## config.mk

```make
export PLATFORM = sky130hd
export DESIGN_NAME = dnws_channel_flat
export DESIGN_NICKNAME = d
export VERILOG_FILES = /design/src/design/dnws_pkg.sv /design/src/design/dnws_link_if.sv /design/src/design/dnws_channel.sv /design/src/flat_wrapper.sv
export SDC_FILE = /design/constraint.sdc
export NUM_CORES = 1
export LEC_CHECK = 0
export BUFFER_PORTS_ARGS = -buffer_cell sky130_fd_sc_hd__buf_4
export CORE_MARGIN = 4
export CORE_UTILIZATION = 48
export DETAILED_ROUTE_END_ITERATION = 10
export GPL_ROUTABILITY_DRIVEN = 0
export GPL_TIMING_DRIVEN = 0
export PLACE_DENSITY_LB_ADDON = 0.05
export SYNTH_ARGS = -nofsm -noshare
export SYNTH_HDL_FRONTEND = slang
export SYNTH_SLANG_ARGS = --single-unit
```

## constraint.sdc

```tcl
create_clock -name clk -period 4.1 [get_ports clk]
set_clock_uncertainty 0.2 [all_clocks]
set_input_delay 0 -clock clk [delete_from_list [all_inputs] [get_ports clk]]
set_output_delay 0 -clock clk [all_outputs]
set_load 0.02 [all_outputs]
```

## src/design/dnws_pkg.sv

```systemverilog
// shared constants for the null-write dma channel and its peripheral end
package dnws_pkg;
   // ==========================================
   // widths
   localparam int DNWS_DW = 16;
   localparam int DNWS_AW = 11;
   localparam int DNWS_CW = 10;
   localparam int DNWS_PAW = 8;
   // ==========================================
   // register byte offsets
   localparam logic [7:0] DNWS_OFF_CTRL = 8'h00;
   localparam logic [7:0] DNWS_OFF_REQ = 8'h04;
   localparam logic [7:0] DNWS_OFF_STA = 8'h08;
   localparam logic [7:0] DNWS_OFF_STB = 8'h0c;
   localparam logic [7:0] DNWS_OFF_CNT = 8'h10;
   localparam logic [7:0] DNWS_OFF_STAT = 8'h14;
   // ==========================================
   // channel_control_reg fields
   localparam int DNWS_CTL_EN = 0;
   localparam int DNWS_CTL_DIR = 1;
   localparam int DNWS_CTL_ZERO_WRITE_SELECT = 2;
   localparam int DNWS_CTL_CONT = 3;
   localparam int DNWS_CTL_PP = 4;
   localparam int DNWS_CTL_W = 5;
   localparam logic [DNWS_CTL_W-1:0] DNWS_CTL_RST = 5'h00;
   // request_select_reg / status fields
   localparam int DNWS_REQ_FORCE = 0;
   localparam int DNWS_ST_CNT_LSB = 0;
   localparam int DNWS_ST_BUF = 16;
   localparam int DNWS_ST_BUSY = 17;
   localparam int DNWS_ST_PTR_LSB = 20;
   // ==========================================
   // values
   localparam logic [DNWS_DW-1:0] DNWS_NULL = 16'h0000;
   localparam logic [DNWS_CW-1:0] DNWS_CNT_ZERO = 10'h000;
   localparam logic [DNWS_CW-1:0] DNWS_CNT_ONE = 10'h001;
   localparam logic [DNWS_AW-1:0] DNWS_PTR_ONE = 11'h001;
   localparam logic [31:0] DNWS_WORD_ZERO = 32'h0000_0000;

   typedef enum logic [1:0]
   {
      DNWS_IDLE = 2'b00,
      DNWS_FETCH = 2'b01,
      DNWS_PUT = 2'b10
   } dnws_state_t;
endpackage : dnws_pkg

```

## src/design/dnws_link_if.sv

```systemverilog
// link between the dma channel and the serial peripheral data register
`timescale 1ns/1ns
interface dnws_link_if
(
   input wire logic clk,
   input wire logic rst
);
   import dnws_pkg::*;
   logic dma_req;
   logic dma_ack;
   logic rd_en;
   logic [DNWS_DW-1:0] rd_data;
   logic wr_en;
   logic [DNWS_DW-1:0] wr_data;

   modport channel
   (
      input clk, rst, dma_req, rd_data,
      output dma_ack, rd_en, wr_en, wr_data
   );
   modport periph
   (
      input clk, rst, dma_ack, rd_en, wr_en, wr_data,
      output dma_req, rd_data
   );
endinterface : dnws_link_if

```

## src/design/dnws_channel.sv

```systemverilog
// dma channel end: apb registers, dual-port ram port, null write and start logic
// Operation
// null write with every peripheral read
// zero write concurrent with ram write
// zero write only when servicing request
// software writes peripheral once to start
// forced read still reads, advances pointer
// no transfers until channel enabled
// re-enable clears count, selects primary buffer
// peripheral request alone starts transfers
// transmit master started by forced transfer
// receive master needs null write, force
// duplex master started by force or write
// transmitting slave preloaded by force/write
// receive slave requests on first data
// uart receiver requests on each item
// uart transmitter requests when enabled
// request before channel enable is dropped
// force bit makes one request, hardware clears
// primary start offset gives first address
// force ignored when disabled; no null on writes
//
// The register offsets and register access over APB were decided locally.
`timescale 1ns/1ns
module dnws_channel
(
   dnws_link_if.channel LINK,
   input wire logic PSEL_I,
   input wire logic PENABLE_I,
   input wire logic PWRITE_I,
   input wire logic [7:0] PADDR_I,
   input wire logic [31:0] PWDATA_I,
   output logic [31:0] PRDATA_O,
   output logic PREADY_O,
   output logic PSLVERR_O,
   output logic RAM_WE_O,
   output logic RAM_RE_O,
   output logic [dnws_pkg::DNWS_AW-1:0] RAM_ADDR_O,
   output logic [dnws_pkg::DNWS_DW-1:0] RAM_WDATA_O,
   input wire logic [dnws_pkg::DNWS_DW-1:0] RAM_RDATA_I
);
   import dnws_pkg::*;

   logic clk;
   logic rst;
   logic [DNWS_CTL_W-1:0] ctrl_r;
   logic [DNWS_AW-1:0] sta_r;
   logic [DNWS_AW-1:0] stb_r;
   logic [DNWS_CW-1:0] cnt_r;
   logic [DNWS_CW-1:0] count_r;
   logic [DNWS_AW-1:0] ptr_r;
   logic buf_r;
   logic force_r;
   logic pend_r;
   logic req_d_r;
   dnws_state_t state_r;
   dnws_state_t state_nxt;
   logic wr_ctrl;
   logic wr_req;
   logic en;
   logic en_rise;
   logic start;
   logic done;
   logic last;
   logic mapped;

   assign clk = LINK.clk;
   assign rst = LINK.rst;

   // ==========================================
   // apb slave
   function automatic logic is_mapped(input logic [7:0] a);
      is_mapped = (a == DNWS_OFF_CTRL) || (a == DNWS_OFF_REQ) || (a == DNWS_OFF_STA)
                  || (a == DNWS_OFF_STB) || (a == DNWS_OFF_CNT) || (a == DNWS_OFF_STAT);
   endfunction : is_mapped

   assign mapped = is_mapped(PADDR_I);
   assign PREADY_O = PSEL_I & PENABLE_I;
   assign PSLVERR_O = PSEL_I & PENABLE_I & ~mapped;
   assign wr_ctrl = PSEL_I & PENABLE_I & PWRITE_I & (PADDR_I == DNWS_OFF_CTRL);
   assign wr_req = PSEL_I & PENABLE_I & PWRITE_I & (PADDR_I == DNWS_OFF_REQ);

   always_ff @(posedge clk or posedge rst)
   begin
      if (rst)
         PRDATA_O <= DNWS_WORD_ZERO;
      else if (PSEL_I & ~PENABLE_I & ~PWRITE_I)
      begin
         PRDATA_O <= DNWS_WORD_ZERO;
         case (PADDR_I)
            DNWS_OFF_CTRL: PRDATA_O[DNWS_CTL_W-1:0] <= ctrl_r;
            DNWS_OFF_REQ: PRDATA_O[DNWS_REQ_FORCE] <= force_r;
            DNWS_OFF_STA: PRDATA_O[DNWS_AW-1:0] <= sta_r;
            DNWS_OFF_STB: PRDATA_O[DNWS_AW-1:0] <= stb_r;
            DNWS_OFF_CNT: PRDATA_O[DNWS_CW-1:0] <= cnt_r;
            DNWS_OFF_STAT:
            begin
               PRDATA_O[DNWS_ST_CNT_LSB +: DNWS_CW] <= count_r;
               PRDATA_O[DNWS_ST_BUF] <= buf_r;
               PRDATA_O[DNWS_ST_BUSY] <= (state_r != DNWS_IDLE);
               PRDATA_O[DNWS_ST_PTR_LSB +: DNWS_AW] <= ptr_r;
            end
            default: PRDATA_O <= DNWS_WORD_ZERO;
         endcase
      end
   end

   always_ff @(posedge clk or posedge rst)
   begin
      if (rst)
      begin
         sta_r <= '0;
         stb_r <= '0;
         cnt_r <= DNWS_CNT_ZERO;
      end
      else if (PSEL_I & PENABLE_I & PWRITE_I)
      begin
         if (PADDR_I == DNWS_OFF_STA)
            sta_r <= PWDATA_I[DNWS_AW-1:0];
         if (PADDR_I == DNWS_OFF_STB)
            stb_r <= PWDATA_I[DNWS_AW-1:0];
         if (PADDR_I == DNWS_OFF_CNT)
            cnt_r <= PWDATA_I[DNWS_CW-1:0];
      end
   end

   // ==========================================
   // control, enable and force
   assign en = ctrl_r[DNWS_CTL_EN];
   assign en_rise = wr_ctrl & ~en & PWDATA_I[DNWS_CTL_EN];
   assign last = (count_r == cnt_r);

   always_ff @(posedge clk or posedge rst)
   begin
      if (rst)
         ctrl_r <= DNWS_CTL_RST;
      else if (wr_ctrl)
         ctrl_r <= PWDATA_I[DNWS_CTL_W-1:0];
      else if (done & last & ~ctrl_r[DNWS_CTL_CONT] & (~ctrl_r[DNWS_CTL_PP] | buf_r))
         ctrl_r[DNWS_CTL_EN] <= 1'b0;
   end

   always_ff @(posedge clk or posedge rst)
   begin
      if (rst)
         force_r <= 1'b0;
      else if (wr_req & PWDATA_I[DNWS_REQ_FORCE] & en & ~force_r & ~pend_r & (state_r == DNWS_IDLE))
         force_r <= 1'b1; // see
      else if (done | ~en)
         force_r <= 1'b0;
   end

   // request latched on its rising edge only while enabled
   always_ff @(posedge clk or posedge rst)
   begin
      if (rst)
      begin
         req_d_r <= 1'b0;
         pend_r <= 1'b0;
      end
      else
      begin
         req_d_r <= LINK.dma_req;
         if (LINK.dma_req & ~req_d_r & en)
            pend_r <= 1'b1; // see see see
         else if (start | ~en)
            pend_r <= 1'b0;
      end
   end

   // ==========================================
   // transfer sequencing
   assign start = (state_r == DNWS_IDLE) & en & ~wr_ctrl & (pend_r | force_r); // see
   assign done = (start & ~ctrl_r[DNWS_CTL_DIR]) | (state_r == DNWS_PUT);

   always_comb
   begin
      state_nxt = state_r;
      case (state_r)
         DNWS_IDLE:
            if (start & ctrl_r[DNWS_CTL_DIR])
               state_nxt = DNWS_FETCH;
         DNWS_FETCH: state_nxt = DNWS_PUT;
         DNWS_PUT: state_nxt = DNWS_IDLE;
         default: state_nxt = DNWS_IDLE;
      endcase
   end

   always_ff @(posedge clk or posedge rst)
   begin
      if (rst)
         state_r <= DNWS_IDLE;
      else
         state_r <= state_nxt;
   end

   // pointer, count and buffer select
   always_ff @(posedge clk or posedge rst)
   begin
      if (rst)
      begin
         count_r <= DNWS_CNT_ZERO;
         buf_r <= 1'b0;
         ptr_r <= '0;
      end
      else if (en_rise)
      begin
         count_r <= DNWS_CNT_ZERO;
         buf_r <= 1'b0;
         ptr_r <= sta_r;
      end
      else if (done & last)
      begin
         count_r <= DNWS_CNT_ZERO;
         buf_r <= ctrl_r[DNWS_CTL_PP] & ~buf_r;
         ptr_r <= (ctrl_r[DNWS_CTL_PP] & ~buf_r) ? stb_r : sta_r;
      end
      else if (done)
      begin
         count_r <= count_r + DNWS_CNT_ONE;
         ptr_r <= ptr_r + DNWS_PTR_ONE;
      end
   end

   // ==========================================
   // ram and peripheral bus strobes
   always_ff @(posedge clk or posedge rst)
   begin
      if (rst)
      begin
         RAM_WE_O <= 1'b0;
         RAM_RE_O <= 1'b0;
         RAM_ADDR_O <= '0;
         RAM_WDATA_O <= DNWS_NULL;
         LINK.rd_en <= 1'b0;
         LINK.wr_en <= 1'b0;
         LINK.wr_data <= DNWS_NULL;
         LINK.dma_ack <= 1'b0;
      end
      else
      begin
         RAM_WE_O <= start & ~ctrl_r[DNWS_CTL_DIR];
         RAM_RE_O <= start & ctrl_r[DNWS_CTL_DIR];
         RAM_ADDR_O <= ptr_r;
         LINK.rd_en <= start & ~ctrl_r[DNWS_CTL_DIR];
         LINK.dma_ack <= done;
         if (start & ~ctrl_r[DNWS_CTL_DIR])
            RAM_WDATA_O <= LINK.rd_data;
         if (state_r == DNWS_PUT)
         begin
            LINK.wr_en <= 1'b1;
            LINK.wr_data <= RAM_RDATA_I;
         end
         else
         begin
            // see see
            LINK.wr_en <= start & ~ctrl_r[DNWS_CTL_DIR] & ctrl_r[DNWS_CTL_ZERO_WRITE_SELECT];
            LINK.wr_data <= DNWS_NULL;
         end
      end
   end
endmodule : dnws_channel

```

## src/flat_wrapper.sv

```systemverilog
// flat-port wrapper written by rule: the top's interface ports become plain ports
module dnws_channel_flat import dnws_pkg::*;
  (PSEL_I, PENABLE_I, PWRITE_I, PADDR_I, PWDATA_I, PRDATA_O, PREADY_O, PSLVERR_O, RAM_WE_O, RAM_RE_O, RAM_ADDR_O, RAM_WDATA_O, RAM_RDATA_I, clk, rst, LINK_dma_req, LINK_rd_data, LINK_dma_ack, LINK_rd_en, LINK_wr_en, LINK_wr_data);
  dnws_link_if LINK_i (.clk(clk), .rst(rst));
  input wire logic PSEL_I;
  input wire logic PENABLE_I;
  input wire logic PWRITE_I;
  input wire logic [7:0] PADDR_I;
  input wire logic [31:0] PWDATA_I;
  output logic [31:0] PRDATA_O;
  output logic PREADY_O;
  output logic PSLVERR_O;
  output logic RAM_WE_O;
  output logic RAM_RE_O;
  output logic [dnws_pkg::DNWS_AW-1:0] RAM_ADDR_O;
  output logic [dnws_pkg::DNWS_DW-1:0] RAM_WDATA_O;
  input wire logic [dnws_pkg::DNWS_DW-1:0] RAM_RDATA_I;
  input wire logic clk;
  input wire logic rst;
  input wire logic [$bits(LINK_i.dma_req)-1:0] LINK_dma_req;
  input wire logic [$bits(LINK_i.rd_data)-1:0] LINK_rd_data;
  output wire logic [$bits(LINK_i.dma_ack)-1:0] LINK_dma_ack;
  output wire logic [$bits(LINK_i.rd_en)-1:0] LINK_rd_en;
  output wire logic [$bits(LINK_i.wr_en)-1:0] LINK_wr_en;
  output wire logic [$bits(LINK_i.wr_data)-1:0] LINK_wr_data;
  assign LINK_i.dma_req = LINK_dma_req;
  assign LINK_i.rd_data = LINK_rd_data;
  assign LINK_dma_ack = LINK_i.dma_ack;
  assign LINK_rd_en = LINK_i.rd_en;
  assign LINK_wr_en = LINK_i.wr_en;
  assign LINK_wr_data = LINK_i.wr_data;
  dnws_channel u_core (.LINK(LINK_i), .PSEL_I(PSEL_I), .PENABLE_I(PENABLE_I), .PWRITE_I(PWRITE_I), .PADDR_I(PADDR_I), .PWDATA_I(PWDATA_I), .PRDATA_O(PRDATA_O), .PREADY_O(PREADY_O), .PSLVERR_O(PSLVERR_O), .RAM_WE_O(RAM_WE_O), .RAM_RE_O(RAM_RE_O), .RAM_ADDR_O(RAM_ADDR_O), .RAM_WDATA_O(RAM_WDATA_O), .RAM_RDATA_I(RAM_RDATA_I));
endmodule
```

==> reports/summary.txt <==
Die area: 14400 sq um
Port Buf Inserts: 129
Critical Path Max Stage Delay: 0.93 ns
Crit path cell chain: dlygate4sd3_1, buf_4, nor3_2, dlygate4sd3_1, nand3_1, nor4_2, nor2_2, or4_1, a21oi_1
Fmax achieved: 292 MHz
Multi-input gate area: 2460 sq um
Antenna violations before repair: 0
Setup CP Type: in2reg
Hpwl dp: 11400 microns
Register area: 3380 sq um
Routed WL: 16900 microns
Place WS: 0.799 ns
Skew-Pair Late Insertion Delay: 0.42 ns
Fin crit share: 83.6%
Synth top area share: 56.0%
Final Hold Viols: 0
Synth area leader: dfrtp_1
Top cell by count, worst path: dlygate4sd3_1
Final-report max-slew violation count: 0
Pwr Density: 378 nW/um^2
CTS tree: yes
Clock Path Buffers: 2
Finish-stage setup viols: 0
Reg2Reg Launch Point: u_core.count_r[2]$_DFFE_PP0P_
Worst-Margin Slew: 1.22 ns
GRT Overall Usage: 24.0%
Synthesized flop and latch total: 135
Worst R2R End: u_core.ctrl_r[0]$_DFFE_PP0P_
Post-synth EDFFs: 0
Fin crit period: 3.43 ns
Setup TNS: 0 ns
Cell Area, Synth: 6030 sq um
Root Buffer Master: clkbuf_16
Post-synthesis sequential area ratio: 56.0%
Portion of total power attributed to sequential cells: 43.5%
First-pass GRT wire length: 27000 microns
Die Width: 120 microns
Synth top area cells: dfrtp_1 56%, nand2_1 7.3%, mux2_2 6.9%, nor2_1 2.4%, xnor2_1 2.3%
Vias in the first global route: 5121
Critical Path RT: 4.24 ns
Die H: 120 microns
Power share of the clock group: 47.9%
Residual DRC: 0
Filler instances: 968
Post-Synthesis Cells: 579
CTS buffer count: 17
Number of core rows: 40
Reg clk slew, reported paths: 0.06 ns
Boundary Pins: 160
Initial DRT Pass Iterations: 6
Psw: 0.000712 W
CORE AREA: 12200 sq um
RSZ-0062 raised after global routing: false
Critical-path top delay cell: nor4_2
Maximum number of pins on one net before global-route repair: 77
Grt ovf: 0
Final #Nets: 874
Internal Power: 0.00248 W
Number of library cell types mapped by synthesis: 53
Synth Area per Inst: 10.4 sq um
HP Class: in2async
Synth warn: 0
Status: completed
Worst Path Max Fanout: 10
Post-route cell area: 8460 sq um
Logic pwr share: 8.7%
Worst EP arrival: 3.57 ns
Post-synth top flop: dfrtp_1
Leak: 4.17 nW
Post-CTS Setup Repair Bufs: 0
Vias per cell: 5.30
CTS HTree Levels: 4
Routed wire per std cell: 17.3 microns
Worst r2r path cells: 9
Peak VDD IR: 0.250 mV
Worst Setup End Kind: flip-flop
Area delta synth->final: 40.3%
Proportion of synthesized flip-flops having asynchronous set or reset: 100%
Net Sw Frac: 22.3%
DRT iter0 DRCs: 604
CP Launch Type: input pin
Antenna diode count: 0
Vias: 5163
Util after Layout: 69.6%
Max Cap Viol: 0
Slew margin rel.: 18.2%
CTS Sinks: 135
Setup WS post-layout: 0.674 ns
Antenna viol nets, final: 0
Worst reg2reg setup slack: 0.69 ns
Area post-placement: 7270 sq um
Layout cell share with drive strength beyond 1: 27.1%
Initial Util: 49.6%
## per-layer routing
metal,track usage (%),share of wire [%],up-vias
met5,0,0,-
met4,8.66,1.9,0
met3,4.90,7.8,25
met2,39.3,48,227
met1,31.7,42,2477
li1,-,-,2434
## stage by stage
| step | hold WS, ns | cells | total power (W) |
|---|---|---|---|
| after floorplan | -0.169 | 586 | 0.00153 |
| after CTS | 0.0150 | 975 | 0.00321 |
| after global placement | -0.0795 | 883 | 0.00164 |
| final | 0.00462 | 975 | 0.00320 |
| after global routing | 0.0464 | 975 | 0.00330 |
| after detailed placement | -0.103 | 884 | 0.00165 |
## worst max path at each step
| stage | startpoint | to | slack [ns] | cells after the start |
|---|---|---|---|---|
| after floorplan | rst | u_core.LINK.dma_ack$_DFF_PP0_ | 0.29 | 1 |
| after global placement | rst | u_core.PRDATA_O[6]$_DFFE_PP0P_ | -1.06 | 2 |
| after detailed placement | u_core.count_r[2]$_DFFE_PP0P_ | u_core.ctrl_r[0]$_DFFE_PP0P_ | 0.80 | 9 |
| after CTS | u_core.count_r[2]$_DFFE_PP0P_ | u_core.ctrl_r[0]$_DFFE_PP0P_ | 0.76 | 9 |
| after global routing | PADDR_I[3] | u_core.count_r[7]$_DFFE_PP0P_ | 0.52 | 9 |
| final | PADDR_I[3] | u_core.count_r[7]$_DFFE_PP0P_ | 0.67 | 9 |
## synthesized netlist by cell type (2+ instances only)
cell and instances:
dfrtp_1 135, nand2_1 117, nor2_1 39, mux2_2 37
clkbuf_1 29, nand3_1 25, and2_1 21, a21oi_1 20
xnor2_1 16, o21ai_0 13, a222oi_1 9, a22oi_1 9
buf_4 9, mux2i_1 7, nand4_1 7, a22o_1 6
a31oi_1 6, nor3_1 6, or4_1 5, inv_1 4
nand2b_1 4, xor2_1 4, a311o_1 3, and4_1 3
and4b_1 3, nor2b_1 3, o211ai_1 3, or3_1 3
a211oi_1 2, and3_1 2, buf_2 2, ha_1 2
nor4_1 2, nor4b_1 2, o22ai_1 2, o31ai_1 2
## final cells by class
cell class	instances	share of cell area, %
multi-input cells	404	29.1
clock buffers	23	6.00
inverters	6	0.385
well taps	168	2.48
plain buffers	41	2.25
flip-flops and latches	135	39.9
clock inverters	9	1.12
repair buffers	189	18.8
## cells in the final DEF (no fill, tap or decap), drive strengths merged, types with 6 or more instances in the layout
| cell | Yosys | layout |
|---|---|---|
| nand3 | 25 | 25 |
| nor2 | 40 | 40 |
| a222oi | 9 | 9 |
| conb | 1 | 8 |
| a21oi | 20 | 20 |
| nor3 | 7 | 7 |
| xnor2 | 16 | 16 |
| dfrtp | 135 | 135 |
| nand2 | 117 | 117 |
| clkinv | 1 | 8 |
| buf | 12 | 142 |
| clkbuf | 29 | 52 |
| nand4 | 7 | 7 |
| mux2 | 37 | 37 |
| a22o | 6 | 6 |
| a22oi | 9 | 9 |
| a31oi | 6 | 6 |
| mux2i | 7 | 7 |
| o21ai | 14 | 14 |
| and2 | 22 | 22 |
| dlygate4sd3 | 0 | 59 |
## critical path, delay by kind of cell
family                 cells  cell delay [ns]
and+or+nand+nor            5             2.05
buffers and inverters      3             1.34
AOI/OAI and AO/OA          1             0.15
## sequential cells by signal (all words and copies together) (netlist names), 2 cells and up
name / cells
u_core.ptr_r: 11
u_core.ctrl_r: 5
u_core.PRDATA_O: 24
u_core.cnt_r: 10
u_core.state_r: 2
u_core.stb_r: 11
u_core.LINK.wr_data: 16
u_core.RAM_WDATA_O: 16
u_core.RAM_ADDR_O: 11
u_core.sta_r: 11
u_core.count_r: 10
## power by group through the flow
stage | registers, W | clock network (W) | logic, W
floorplan | 0.00143 | 0 | 0.0000971
global placement | 0.00141 | 0 | 0.000224
detailed placement | 0.00141 | 0 | 0.000232
CTS | 0.00139 | 0.00155 | 0.000276
global route | 0.00139 | 0.00160 | 0.000301
finish | 0.00139 | 0.00153 | 0.000277
## repair_timing
item                                   4_1_cts  5_1_grt
hold buffers                                59        0
endpoints found under the hold margin      216        0
gates resized for setup                      0        0
## cell families after synthesis
kind of cell | synth area share (%)
xor+xnor | 2.91
other cells | 0.0622
buf+inv | 3.61
simple gates | 19.4
flops | 56.0
mux | 8.07
compound gates | 9.55
fa+ha+maj | 0.415
No activity file was read; power rests on OpenSTA's default activity.
